===== src/pkg/debug_tap_map.vh =====
`ifndef DEBUG_TAP_MAP_VH
`define DEBUG_TAP_MAP_VH
`define TAP_ST_W 4
`define TAP_RESET 4'h0
`define TAP_IDLE 4'h1
`define TAP_SEL_DR 4'h2
`define TAP_CAP_DR 4'h3
`define TAP_SH_DR 4'h4
`define TAP_EX1_DR 4'h5
`define TAP_PA_DR 4'h6
`define TAP_EX2_DR 4'h7
`define TAP_UPD_DR 4'h8
`define TAP_SEL_IR 4'h9
`define TAP_CAP_IR 4'ha
`define TAP_SH_IR 4'hb
`define TAP_EX1_IR 4'hc
`define TAP_PA_IR 4'hd
`define TAP_EX2_IR 4'he
`define TAP_UPD_IR 4'hf
`define IR_W 5
`define IR_CAPTURE 5'h01
`define IR_IMPCODE 5'h03
`define IR_DEBUG_REQ 5'h04
`define IR_RESET_VAL 5'h1f
`define IMP_SUPPORT_POS 24
`endif


===== src/rtl/edge_sync.v =====
`timescale 1ns/1ps
// two-flop synchroniser plus a delayed copy for edge finding
module edge_sync (
  input wire sys_clk,
  input wire rst_n,
  input wire din,
  output wire level,
  output wire rise,
  output wire fall
);
  reg meta_r;
  reg sync_r;
  reg prev_r;
  // meta_r feeds only sync_r
  always @(posedge sys_clk or negedge rst_n) begin
    if (!rst_n) begin
      meta_r <= 1'b0;
      sync_r <= 1'b0;
      prev_r <= 1'b0;
    end else begin
      meta_r <= din;
      sync_r <= meta_r;
      prev_r <= sync_r;
    end
  end
  assign level = sync_r;
  assign rise = sync_r & ~prev_r;
  assign fall = ~sync_r & prev_r;
endmodule


===== src/rtl/debug_tap_port.v =====
`timescale 1ns/1ps
`include "debug_tap_map.vh"
// tap pins sampled on sys_clk; tck is a slow pin clock, edges found by oversampling
// limitation: tck must stay well below a quarter of sys_clk, since every pin
// passes two flops and edges need one more, so a fast tck would be missed
module debug_tap_port #(
  parameter TAP_PRESENT = 1,
  parameter [31:0] IMP_BASE = 32'h00000000
) (
  input wire sys_clk,
  input wire rst_n,
  input wire tap_reset_n,
  input wire tap_clock_in,
  input wire tap_mode_select_in,
  input wire tap_serial_in,
  output wire tap_serial_out,
  output wire tap_out_float_ind,
  input wire debug_int_supported,
  input wire debug_int_request,
  input wire debug_enter,
  input wire debug_exit,
  output wire debug_mode_active,
  output wire debug_int_pending,
  output wire debug_int_support_bit
);
  wire trst_lvl;
  wire tck_rise;
  wire tck_fall;
  wire tms_lvl;
  wire tdi_lvl;
  wire dint_lvl;
  wire dint_rise;

  reg [`TAP_ST_W-1:0] st_r;
  reg [`TAP_ST_W-1:0] st_nxt;
  reg [`IR_W-1:0] ir_r;
  reg [31:0] dr_r;
  reg tdo_r;
  reg float_r;
  reg dm_r;
  reg pend_r;
  reg sup_r;
  reg tap_req_r;

  reg sup_meta_r;
  wire tap_hold;

  // tap reset pin: only its level matters, it holds the controller
  edge_sync u_trst (
    .sys_clk(sys_clk),
    .rst_n(rst_n),
    .din(tap_reset_n),
    .level(trst_lvl),
    .rise(),
    .fall()
  );
  // tck: only its edges are used, the level is never read
  edge_sync u_tck (
    .sys_clk(sys_clk),
    .rst_n(rst_n),
    .din(tap_clock_in),
    .level(),
    .rise(tck_rise),
    .fall(tck_fall)
  );
  // tms at the same depth as tck, so it is settled when a rise is seen
  edge_sync u_tms (
    .sys_clk(sys_clk),
    .rst_n(rst_n),
    .din(tap_mode_select_in),
    .level(tms_lvl),
    .rise(),
    .fall()
  );
  // tdi at the same depth as tck
  edge_sync u_tdi (
    .sys_clk(sys_clk),
    .rst_n(rst_n),
    .din(tap_serial_in),
    .level(tdi_lvl),
    .rise(),
    .fall()
  );
  // cpu-clock sampled request: high now, low last period
  edge_sync u_dint (
    .sys_clk(sys_clk),
    .rst_n(rst_n),
    .din(debug_int_request),
    .level(dint_lvl),
    .rise(dint_rise),
    .fall()
  );

  // shift states are the only ones in which the data pin is driven;
  // every other state leaves the pin floating for other devices
  function is_shift;
    input [`TAP_ST_W-1:0] st;
    begin
      is_shift = (st == `TAP_SH_IR) || (st == `TAP_SH_DR);
    end
  endfunction

  // controller held while test reset is low, or for good when absent
  assign tap_hold = !trst_lvl || (TAP_PRESENT == 0);

  // standard tap state walk driven by tms on each tck rise
  // unknown codes fall back to reset rather than hang the walk
  always @* begin
    case (st_r)
      `TAP_RESET: st_nxt = tms_lvl ? `TAP_RESET : `TAP_IDLE;
      `TAP_IDLE: st_nxt = tms_lvl ? `TAP_SEL_DR : `TAP_IDLE;
      `TAP_SEL_DR: st_nxt = tms_lvl ? `TAP_SEL_IR : `TAP_CAP_DR;
      `TAP_CAP_DR: st_nxt = tms_lvl ? `TAP_EX1_DR : `TAP_SH_DR;
      `TAP_SH_DR: st_nxt = tms_lvl ? `TAP_EX1_DR : `TAP_SH_DR;
      `TAP_EX1_DR: st_nxt = tms_lvl ? `TAP_UPD_DR : `TAP_PA_DR;
      `TAP_PA_DR: st_nxt = tms_lvl ? `TAP_EX2_DR : `TAP_PA_DR;
      `TAP_EX2_DR: st_nxt = tms_lvl ? `TAP_UPD_DR : `TAP_SH_DR;
      `TAP_UPD_DR: st_nxt = tms_lvl ? `TAP_SEL_DR : `TAP_IDLE;
      `TAP_SEL_IR: st_nxt = tms_lvl ? `TAP_RESET : `TAP_CAP_IR;
      `TAP_CAP_IR: st_nxt = tms_lvl ? `TAP_EX1_IR : `TAP_SH_IR;
      `TAP_SH_IR: st_nxt = tms_lvl ? `TAP_EX1_IR : `TAP_SH_IR;
      `TAP_EX1_IR: st_nxt = tms_lvl ? `TAP_UPD_IR : `TAP_PA_IR;
      `TAP_PA_IR: st_nxt = tms_lvl ? `TAP_EX2_IR : `TAP_PA_IR;
      `TAP_EX2_IR: st_nxt = tms_lvl ? `TAP_UPD_IR : `TAP_SH_IR;
      `TAP_UPD_IR: st_nxt = tms_lvl ? `TAP_SEL_DR : `TAP_IDLE;
      default: st_nxt = `TAP_RESET;
    endcase
  end

  // tap controller: held in reset by the synchronised tap reset, or absent
  always @(posedge sys_clk or negedge rst_n) begin
    if (!rst_n) begin
      st_r <= `TAP_RESET;
      ir_r <= `IR_RESET_VAL;
      dr_r <= 32'h00000000;
      tap_req_r <= 1'b0;
    end else if (tap_hold) begin
      st_r <= `TAP_RESET;
      ir_r <= `IR_RESET_VAL;
      dr_r <= 32'h00000000;
      tap_req_r <= 1'b0;
    end else begin
      tap_req_r <= 1'b0;
      if (tck_rise) begin
        st_r <= st_nxt;
        // actions keyed on the state being left at this tck rise
        case (st_r)
          `TAP_RESET: ir_r <= `IR_RESET_VAL;
          `TAP_CAP_IR: ir_r <= `IR_CAPTURE;
          `TAP_SH_IR: ir_r <= {tdi_lvl, ir_r[`IR_W-1:1]};
          `TAP_CAP_DR: begin
            if (ir_r == `IR_IMPCODE)
              dr_r <= IMP_BASE | ({31'h00000000, sup_r} << `IMP_SUPPORT_POS);
            else
              dr_r <= 32'h00000000;
          end
          `TAP_SH_DR: dr_r <= {tdi_lvl, dr_r[31:1]};
          `TAP_UPD_DR: tap_req_r <= (ir_r == `IR_DEBUG_REQ) & dr_r[31];
          default: dr_r <= dr_r;
        endcase
      end
    end
  end

  // tdo changes on tck fall; float unless shifting
  // float rises again at the first fall after the walk leaves a shift state
  always @(posedge sys_clk or negedge rst_n) begin
    if (!rst_n) begin
      tdo_r <= 1'b0;
      float_r <= 1'b1;
    end else if (tap_hold) begin
      tdo_r <= 1'b0;
      float_r <= 1'b1;
    end else if (tck_fall) begin
      tdo_r <= (st_r == `TAP_SH_IR) ? ir_r[0] : dr_r[0];
      float_r <= !is_shift(st_r);
    end
  end

  // static support strap caught after reset release, not in the reset branch
  // it is a pin, so it passes two flops like the others
  always @(posedge sys_clk or negedge rst_n) begin
    if (!rst_n) begin
      sup_meta_r <= 1'b0;
      sup_r <= 1'b0;
    end else begin
      sup_meta_r <= debug_int_supported;
      sup_r <= sup_meta_r;
    end
  end

  // debug mode flag: entry wins over an exit in the same cycle
  always @(posedge sys_clk or negedge rst_n) begin
    if (!rst_n)
      dm_r <= 1'b0;
    else if (debug_enter)
      dm_r <= 1'b1;
    else if (debug_exit)
      dm_r <= 1'b0;
  end

  // pending request: the clear on entry beats a new edge, so an edge in the
  // entry cycle is dropped instead of being left over for the next exit
  always @(posedge sys_clk or negedge rst_n) begin
    if (!rst_n)
      pend_r <= 1'b0;
    else if (dm_r || debug_enter)
      pend_r <= 1'b0;
    else if (sup_r && (dint_rise || tap_req_r))
      pend_r <= 1'b1;
  end

  // outputs straight from flops; the pin buffer itself sits outside the core
  assign tap_serial_out = tdo_r;
  assign tap_out_float_ind = float_r;
  assign debug_mode_active = dm_r;
  assign debug_int_pending = pend_r;
  assign debug_int_support_bit = sup_r;
endmodule


===== config.mk =====
export PLATFORM = sky130hd
export DESIGN_NAME = debug_tap_port
export DESIGN_NICKNAME = d
export VERILOG_FILES = /design/src/rtl/edge_sync.v /design/src/rtl/debug_tap_port.v
export VERILOG_INCLUDE_DIRS = /design/src /design/src/pkg
export SDC_FILE = /design/constraint.sdc
export NUM_CORES = 1
export LEC_CHECK = 0
export CAP_MARGIN = 10
export CORE_UTILIZATION = 50
export CTS_CLUSTER_SIZE = 16
export DETAILED_ROUTE_END_ITERATION = 6
export DONT_BUFFER_PORTS = 1
export HOLD_SLACK_MARGIN = 0.15
export PLACE_DENSITY = 0.69
export SYNTH_ARGS = -nofsm -noshare
export SYNTH_HDL_FRONTEND = slang
export SYNTH_SLANG_ARGS = --single-unit

===== constraint.sdc =====
create_clock -name sys_clk -period 1.9 [get_ports sys_clk]
set_input_delay 0.19 -clock sys_clk [delete_from_list [all_inputs] [get_ports sys_clk]]
set_output_delay 0.19 -clock sys_clk [all_outputs]
set_load 0.1 [all_outputs]

==> results.tsv, run 1 <==
metric	value	unit
largest fanout on the critical path	31	
global-route wire length before repair	7.44	mm
worst min path class	reg -> reg	
PD cells	958	nW/um2
Biggest register	dr_r	
Routed WL	4.35	mm
clk_lat worst skew	0.34	ns
DRT iter0 DRCs	152	
register area	1510	um2
fin cells	286	
total CTS buffers	9	
root buf cell	clkbuf_8	
largest net degree at the start of global routing	61	
Worst Skew	0.00644	ns
worst slack at placement	0.307	ns
DRT antenna net count	0	
share of the synthesized area in the top cell type	0.553	
Slew Viols, Final	0	
Initial Util	0.517	
unrepaired setup endpoints after global routing	false	
Worst path slowest cell	dfrtp_1	
Antenna Cells	0	
area occupied by multi-input gates	797	um2
Core ar.	4720	um2
input/output buffers	0	
die area	5170	um2
WS Path Type	reg -> reg	
Synth area leader	dfrtp_1	
CP Cell Sequence	nor4b_4 > o21ai_2 > and2_4 > a22o_1	
maximum clock path buffer count	2	
setup TNS	0	ns
initial antenna violation count	0	
post-synthesis register bit count	60	
total congestion overflow	0	
Die Width	71.9	um
num ports	15	
Worst-path clk slew	0.07	ns
Die Y	71.9	um
CTS tree	done	
layout cells sized above 1	0.183	
H-tree levels	3	
RD Place Congestion	0.847	
area added between synthesis and finish	17.1	%
vias in the first global route	1606	
Startpoint Class	flop	
# nets final	224	
Mapped Area	2440	um2
Final WS setup	0.291	ns
Worst-Margin Slew	0.505	ns
fin crit period	1.61	ns
Post-Syn Nets	207	
Critical Path RT	2.12	ns
row count	25	
post-cts resize count	0	
DR WL/cell	15.2	um
DPL Wire Length	2.69	mm
YS warnings	0	
biggest regs	dr_r (32), ir_r (5), st_r (4)	
Max Clk Rate	0.621	GHz
Seq/Total Area, Yosys	0.618	
Synth cell types	37	
Slew headroom	0.663	
Data arrival, critical path	1.83	ns
Via-to-Cell Ratio	5.63	
Post-CTS Setup Repair Bufs	0	
filler instances	377	
max incr delay on CP	0.49	ns
Mapped Cells	197	
Syn Area/Cell	12.4	um2
dominant cells by area after synthesis	dfrtp_1 55%, a22o_1 11%, dfstp_2 6.5%	
# Max-Cap Violations	0	
Period Utilization, post-route	0.847	
vias after detailed routing	1611	
Setup crit end kind	flop	
Final setup viols	0	
dpl cells	260	
DR pass1 iterations	4	
status	completed	
flip-flop count of the largest register after layout	32	
# clock sinks	60	
DRC viols	0	
Fin. Hold Viols	0	
Leak	1.33	nW
Total Routing Usage GR	0.197	
maximum vdd drop	0.531	mV
## Yosys cell counts, drive strengths merged
master and number:
a2111oi 1, a211oi 2, a21o 2, a21oi 10, a22o 31, a32oi 1
and2 1, and3 1, and4b 1, and4bb 1, buf 10, clkbuf 6
dfrtp 54, dfstp 6, inv 9, mux2 1, mux2i 7, nand2 6
nand2b 1, nand3 8, nand4 3, nor2 10, nor2b 5, nor3 4
nor4b 1, o21ai 7, o21bai 1, o22ai 1, o311a 1, o311ai 1
o31ai 1, o32a 1, o41ai 1, or3 1
## final timing paths
| kind | end | slack (ns) | startpoint | depth (start not counted) |
|---|---|---|---|---|
| max | dr_r[15] | 0.29 | st_r[1] | 4 |
| min | u_tck.level | 0.35 | u_tck.meta_r | 0 |
| max reg2reg | dr_r[15] | 0.29 | st_r[1] | 4 |
| min reg2reg | u_tck.level | 0.35 | u_tck.meta_r | 0 |
| max in group asynchronous | tap_out_float_ind | 1.22 | rst_n | 2 |
| min in group asynchronous | st_r[1] | 0.37 | rst_n | 2 |
## layout by cell type (no fill, tap or decap), drive strengths merged, types with 2 or more instances in the layout
cell         instances
nor2b                5
nand3                8
nand2                6
inv                  9
a211oi               2
buf                 13
a21oi               10
nor3                 4
mux2i                7
dfstp                6
a21o                 2
o21ai                7
nand4                3
dfrtp               54
clkinv               3
nor2                10
dlygate4sd3          9
bufinv               2
a22o                31
clkbuf              11
## layout make-up
class / count / area share
Clock inverter: 5 / 0.0262
Timing Repair Buffer: 22 / 0.0770
Inverter: 9 / 0.0118
Tap cell: 67 / 0.0293
Clock buffer: 11 / 0.0494
Multi-Input combinational cell: 112 / 0.279
Sequential cell: 60 / 0.528
## what timing repair did
action	4_1_cts	5_1_grt
setup endpoints to repair	0	0
hold buffers	10	0
endpoints found under the hold margin	68	0
## routing by layer
metal | GRT usage | vias up | wire length (um)
li1 | - | 757 | -
met5 | 0 | - | 0
met3 | 0.0708 | 6 | 184
met4 | 0.118 | 0 | 66
met1 | 0.255 | 808 | 2020
met2 | 0.287 | 40 | 2080
## report_power, final
part / total (mW) / leakage (nW) / switching (mW) / internal, mW
registers: 1.32 / 0.781 / 0.0208 / 1.30
clock network: 1.25 / 0.113 / 0.483 / 0.767
logic: 0.168 / 0.438 / 0.110 / 0.0577
## cell families (layout without fill, tap and decap cells)
kind of cell           after synthesis  count (layout)  synth area share
AOI/OAI and AO/OA                   61              61             0.193
DFF                                 60              60             0.618
and+or+nand+nor                     43              43            0.0999
buffers and inverters               25              47            0.0558
muxes                                8               8            0.0333
## per-stage QoR
stage                     utilization  power [mW]  area (um2)  hold WS, ns
after floorplan                     -        1.45        2440       -0.106
after global placement          0.535        1.46        2530       -0.104
after detailed placement        0.535        1.47        2530       -0.104
after CTS                       0.606        2.78        2860        0.350
after global routing            0.606        2.84        2860        0.359
final                           0.606        2.74        2860        0.349
## worst max-delay path, delay by kind of cell, from the launching register on
kind               cells  cell delay, ns
DFF                    1            0.49
AOI/OAI and AO/OA      2            0.37
and+or+nand+nor        2            0.62
No activity file was read; power rests on OpenSTA's default activity.
==> run 2: changes to the inputs <==
- ABC_AREA: unset -> 1
- PLACE_DENSITY: 0.69 -> 0.72
- clock period: 1.9 -> 1.4 ns (I/O delays scaled with it)
==> run 2 against run 1 <==
  * The run now ends with negative hold slack left
  * Wire length rose by 20%
  * Clock skew is essentially flat
  * First-iteration DRC count is 32% lower
  * Utilization up 6.0 points
  * Critical path depth grew 4
  * Sequential power is 37% higher
  * Clock power grew 13%
  * Synthesized cell count is 49% higher
  * Die area grew 3.8%
  * Cell count is 41% higher
  * Design area increased by 12%
  * Flip-flop and latch count did not move
  * Critical path type unchanged
  * Critical endpoint is now dr_r[26]
  * Largest cell class unchanged
  * Highest routed layer unchanged
==> results.tsv, run 2 <==
metric	value	unit
dpl cells	367	
Internal Pwr Total	2.67	mW
filler instances	399	
commonest non-fill, non-tap cell in the layout	nand2_1	
YS warnings	0	
Final WS setup	0.0164	ns
largest fanout on the critical path	8	
Leak	1.67	nW
Mapped Cells	293	
WHS	-0.500	ns
Period Utilization, post-route	0.988	
biggest regs	dr_r (32), ir_r (5), st_r (4)	
critical path's most frequent cell	nand2_1	
Routed WL	5.22	mm
CP Cell Sequence	buf_6 > nor2_4 > nand2_2 > nand3_4 > buf_12 > nand2_8 > nand2_1 > nand2_1	
Mapped Area	2540	um2
vias in the first global route	1769	
failing checks	negative hold slack	
maximum vdd drop	0.874	mV
clk_lat worst skew	0.33	ns
Critical Path RT	1.62	ns
largest delay contributor family on the critical path	simple AND/OR/NAND/NOR gates	
Slew headroom	0.790	
Setup crit end kind	flop	
Fin. Hold Viols	60	
flip-flop count of the largest register after layout	32	
commonest cells in the synthesized netlist	140 x nand2_1, 54 x dfrtp_1, 19 x o21ai_0	
PD cells	1080	nW/um2
hold buffer count at cts	8	
Slew Viols, Final	0	
layout cells sized above 1	0.241	
Core ar.	4820	um2
input/output buffers	0	
num ports	15	
unrepaired setup endpoints after global routing	true	
global-route wire length before repair	7.79	mm
Total Routing Usage GR	0.203	
vias after detailed routing	1974	
Worst path slowest cell	dfrtp_1	
Final setup viols	0	
share of the synthesized area in the top cell type	0.533	
Post-Layout Inst Area	3210	um2
total CTS buffers	9	
root buf cell	clkbuf_8	
part of the power in the clock network	0.408	
fin cells	403	
crit path buf inv count	2	
RD Place Congestion	0.919	
DP Area	2680	um2
dominant cells by area after synthesis	dfrtp_1 53%, nand2_1 21%, dfstp_2 6.2%	
DPL Wire Length	2.92	mm
Worst-Margin Slew	0.311	ns
worst slack at placement	-0.0199	ns
Die Y	73.2	um
combinational power share	0.067	
final core utilization	0.665	
die area	5360	um2
Synth area leader	dfrtp_1	
# nets final	343	
DR pass1 iterations	4	
area added between synthesis and finish	26.3	%
Initial Util	0.527	
Via-to-Cell Ratio	4.90	
Design Power	3.45	mW
H-tree levels	3	
top-count cell post-synth	nand2_1	
fin crit period	1.38	ns
Post-synth top flop	dfrtp_1	
Post-Syn Nets	303	
DRT iter0 DRCs	103	
DRC viols	0	
Startpoint Class	flop	
CTS tree	done	
WS Path Type	reg -> reg	
Seq pwr share	0.525	
most frequent cells in the layout	130 x nand2_1, 49 x dfrtp_1, 17 x o21ai_0, 17 x buf_4, 15 x inv_1	
maximum clock path buffer count	2	
# Max-Cap Violations	0	
Syn Area/Cell	8.66	um2
number of synthesized flops with an enable pin	0	
Worst-path clk slew	0.06	ns
asr flop ratio synth	1.00	
Max Clk Rate	0.723	GHz
total congestion overflow	0	
post-synthesis register bit count	60	
DR WL/cell	12.9	um
max incr delay on CP	0.41	ns
Antenna Cells	0	
DRT antenna net count	0	
Worst Skew	0.00618	ns
Seq/Total Area, Yosys	0.595	
Psw	0.777	mW
status	finished, violations left	
# clock sinks	60	
Biggest register	dr_r	
initial antenna violation count	0	
Synth cell types	24	
worst min path class	in -> async	
Data arrival, critical path	1.60	ns
Die Width	73.2	um
row count	25	
sw frac	0.225	
largest net degree at the start of global routing	61	
==> run 2: cell types whose count changed after synthesis, sizes merged, moves of 2 or more <==
cell	change
mux2i	-7
nor3	-3
nor2b	-5
o21ai	+12
clkbuf	-6
a22o	-31
nand3	+2
buf	-3
nand2	+140
inv	+11
nor2	+6
a21o	-2
a21oi	-5
==> run 2: per-stage QoR <==
| step | hold WS, ns | setup TNS, ns |
|---|---|---|
| after floorplan | -0.156 | 0 |
| after global placement | -0.154 | 0 |
| after detailed placement | -0.154 | -0.0224 |
| after CTS | -0.524 | 0 |
| after global routing | -0.525 | -0.613 |
| final | -0.500 | 0 |
==> run 2: per-layer routing <==
layer,global-route usage,share of wire
met1,0.241,0.43
met2,0.318,0.51
met3,0.0912,0.037
met4,0.0871,0.023
met5,0,0
==> run 2: power by group through the flow <==
stage	registers, mW	logic, mW	clock network (mW)
final	1.81	0.233	1.41
after global routing	1.81	0.253	1.53
after CTS	1.81	0.159	1.47
after detailed placement	1.84	0.137	0
after global placement	1.84	0.136	0
after floorplan	1.86	0.0882	0
==> run 2: cell families (layout without fill, tap and decap cells) <==
| family | Yosys count | count (layout) | share of synthesized area |
|---|---|---|---|
| AOI/OAI and AO/OA | 26 | 26 | 0.0533 |
| buffers and inverters | 28 | 66 | 0.0552 |
| DFF | 60 | 60 | 0.595 |
| and+or+nand+nor | 179 | 184 | 0.297 |
==> run 2: final cells by class <==
cell class	instances	area (um2)	area share
clock buffer	12	135	0.0422
timing repair buffer	31	293	0.0913
inverter	21	85.1	0.0265
sequential	60	1520	0.473
tap	67	83.8	0.0262
clock inverter	2	37.5	0.0117
multi-input combinational	210	1060	0.329
==> run 2: path summary, 6_finish.rpt <==
kind | startpoint | end | slack [ns] | cells after the start
setup / recovery | st_r[3] | dr_r[26] | 0.02 | 8
hold / removal | rst_n | dr_r[7] | -0.50 | 0
setup reg to reg | st_r[3] | dr_r[26] | 0.02 | 8
hold reg to reg | sup_meta_r | debug_int_support_bit | 0.35 | 0
max in group asynchronous | rst_n | tap_out_float_ind | 1.72 | 0
min in group sys_clk | sup_meta_r | debug_int_support_bit | 0.35 | 0
==> run 2: repair_timing <==
| action | CTS | global route |
|---|---|---|
| cloned | 0 | 5 |
| pin swaps | 0 | 12 |
| gates resized for setup | 1 | 38 |
| hold endpoints to repair | 68 | 60 |
| setup endpoints to repair | 2 | 40 |
| setup buffers | 0 | 9 |
==> run 3: changes to the inputs <==
- CORE_UTILIZATION: 50 -> 30
- PLACE_DENSITY: 0.72 -> 0.48
- clock period: 1.4 -> 1.45 ns (I/O delays scaled with it)
==> run 3 against run 2 <==
  * The run still ends with negative hold slack left
  * Register-to-register slack gained 0.11 ns
  * Setup slack gained 0.11 ns
  * Combinational power shrank 28%
  * Wire length shrank 7.4%
  * Design area shrank 3.3%
  * Critical endpoint is now st_r[0]
  * Largest cell class unchanged
  * Highest routed layer unchanged
==> results.tsv, run 3 (synthesis gave the netlist of run 2 again) <==
metric	value	unit
unrepaired setup endpoints after global routing	true	
Seq pwr share	0.484	
WHS	-0.506	ns
# clock sinks	60	
RR Startpoint	st_r[1]	
most frequent cells in the layout	138 x nand2_1, 51 x dfrtp_1, 18 x o21ai_0	
hold buffer count at cts	8	
vias after detailed routing	1868	
die area	8830	um2
DRT iter0 DRCs	64	
Die Y	94.0	um
vias in the first global route	1831	
crit path capture	st_r[0]	
Total Routing Usage GR	0.124	
Slew headroom	0.806	
layout cells sized above 1	0.178	
fin crit period	1.33	ns
reg2reg end	st_r[0]	
total congestion overflow	0	
Internal Pwr Total	2.84	mW
# nets final	330	
Worst R2R Setup Slack	0.12	ns
Leak	1.62	nW
CTS tree	done	
initial antenna violation count	0	
Setup crit end kind	flop	
Data arrival, critical path	1.54	ns
Psw	0.767	mW
status	finished, violations left	
maximum vdd drop	0.650	mV
Via-to-Cell Ratio	4.34	
row count	33	
Max Clk Rate	0.754	GHz
commonest non-fill, non-tap cell in the layout	nand2_1	
flip-flop count of the largest register after layout	32	
global-route wire length before repair	8.24	mm
Routed WL	4.83	mm
DPL Wire Length	3.10	mm
failing checks	negative hold slack	
Core ar.	8220	um2
Biggest register	dr_r	
Critical Path RT	1.66	ns
Worst-path clk slew	0.07	ns
reg2reg path depth	9	
sw frac	0.213	
DR WL/cell	11.2	um
WS Path Type	reg -> reg	
biggest regs	dr_r (32), ir_r (5), st_r (4)	
root buf cell	clkbuf_8	
# Max-Cap Violations	0	
RD Place Congestion	0.865	
DRT antenna net count	0	
largest net degree at the start of global routing	61	
Startpoint Class	flop	
Period Utilization, post-route	0.915	
Fin. Hold Viols	60	
combinational power share	0.047	
total CTS buffers	9	
Antenna Cells	0	
Final setup viols	0	
maximum clock path buffer count	2	
Worst Skew	0.00923	ns
Worst-Margin Slew	0.289	ns
Die Width	94.0	um
Initial Util	0.309	
setup TNS	0	ns
num ports	15	
largest fanout on the critical path	5	
clk_lat worst skew	0.34	ns
DRC viols	0	
input/output buffers	0	
H-tree levels	3	
crit path from	st_r[1]	
worst min path class	in -> async	
Slew Viols, Final	0	
area added between synthesis and finish	22.2	%
DR pass1 iterations	4	
PD cells	1160	nW/um2
part of the power in the clock network	0.469	
-- run 3: cell count changes in the layout (fill, tap and decap cells not counted), moves of 3 or more --
cell / delta
nand2_8: -3
nand2_2: -7
buf_4: -4
nand2_1: +8
nor2_2: +3
buf_6: -4
-- run 3: routing by layer --
layer  routed length [um]  up-vias  GRT usage
met2                 2160       28      0.189
met3                  189        9     0.0542
met4                  113        0     0.0487
met1                 2370      866      0.153
met5                    0        -          0
li1                     -      965          -
-- run 3: timing repair --
action / in CTS / in global routing
cloned: 0 / 1
buffers inserted: 0 / 0
gates resized for setup: 1 / 14
endpoints found under the hold margin: 68 / 60
setup endpoints to repair: 3 / 32
pin swaps: 0 / 1
-- run 3: stage by stage --
| step | worst slack (ns) | power, mW | util | area, um2 | std cells |
|---|---|---|---|---|---|
| 2_1_floorplan | 0.133 | 1.88 | - | 2540 | 293 |
| 3_3_place_gp | 0.0307 | 1.91 | 0.332 | 2730 | 405 |
| 3_5_place_dp | -0.0304 | 1.91 | 0.332 | 2730 | 405 |
| 4_1_cts | 0.0177 | 3.66 | 0.370 | 3040 | 429 |
| 5_1_grt | -0.00688 | 3.77 | 0.377 | 3100 | 430 |
| 6_report | 0.123 | 3.61 | 0.377 | 3100 | 430 |
-- run 3: cell type report --
type / count / area (um2)
Multi-Input combinational cell: 206 / 952
Clock inverter: 3 / 68.8
Inverter: 21 / 78.8
Timing Repair Buffer: 22 / 198
Sequential cell: 60 / 1510
Fill cell: 836 / 5120
Clock buffer: 13 / 159
Tap cell: 105 / 131
-- run 3: how the worst min path moves through the flow --
| stage | depth (start not counted) | slack, ns | end | start |
|---|---|---|---|---|
| 3_3_place_gp | 0 | -0.15 | dr_r[15] | rst_n |
| 5_1_grt | 0 | -0.53 | dr_r[15] | rst_n |
| 3_5_place_dp | 0 | -0.15 | dr_r[15] | rst_n |
| 6_report | 0 | -0.51 | dr_r[29] | rst_n |
| 4_1_cts | 0 | -0.52 | dr_r[15] | rst_n |
| 2_1_floorplan | 0 | -0.15 | debug_int_pending | rst_n |
-- run 3: power by group through the flow --
stage                     logic (mW)  registers (mW)  clock network, mW
after global routing           0.187            1.75               1.83
final                          0.168            1.75               1.69
after CTS                      0.155            1.74               1.76
after floorplan               0.0851            1.79                  0
after global placement         0.134            1.77                  0
after detailed placement       0.134            1.77                  0
-- run 3: worst max-delay path, cell delays in order (launching register included) --
cell and delay, ns:
dfrtp_1 0.43, buf_4 0.18, inv_1 0.08, nor2_2 0.05, nand2_1 0.08, nand3_1 0.11, nand2_1 0.08, nand2_1 0.05
nand2_1 0.07, nand3_1 0.07
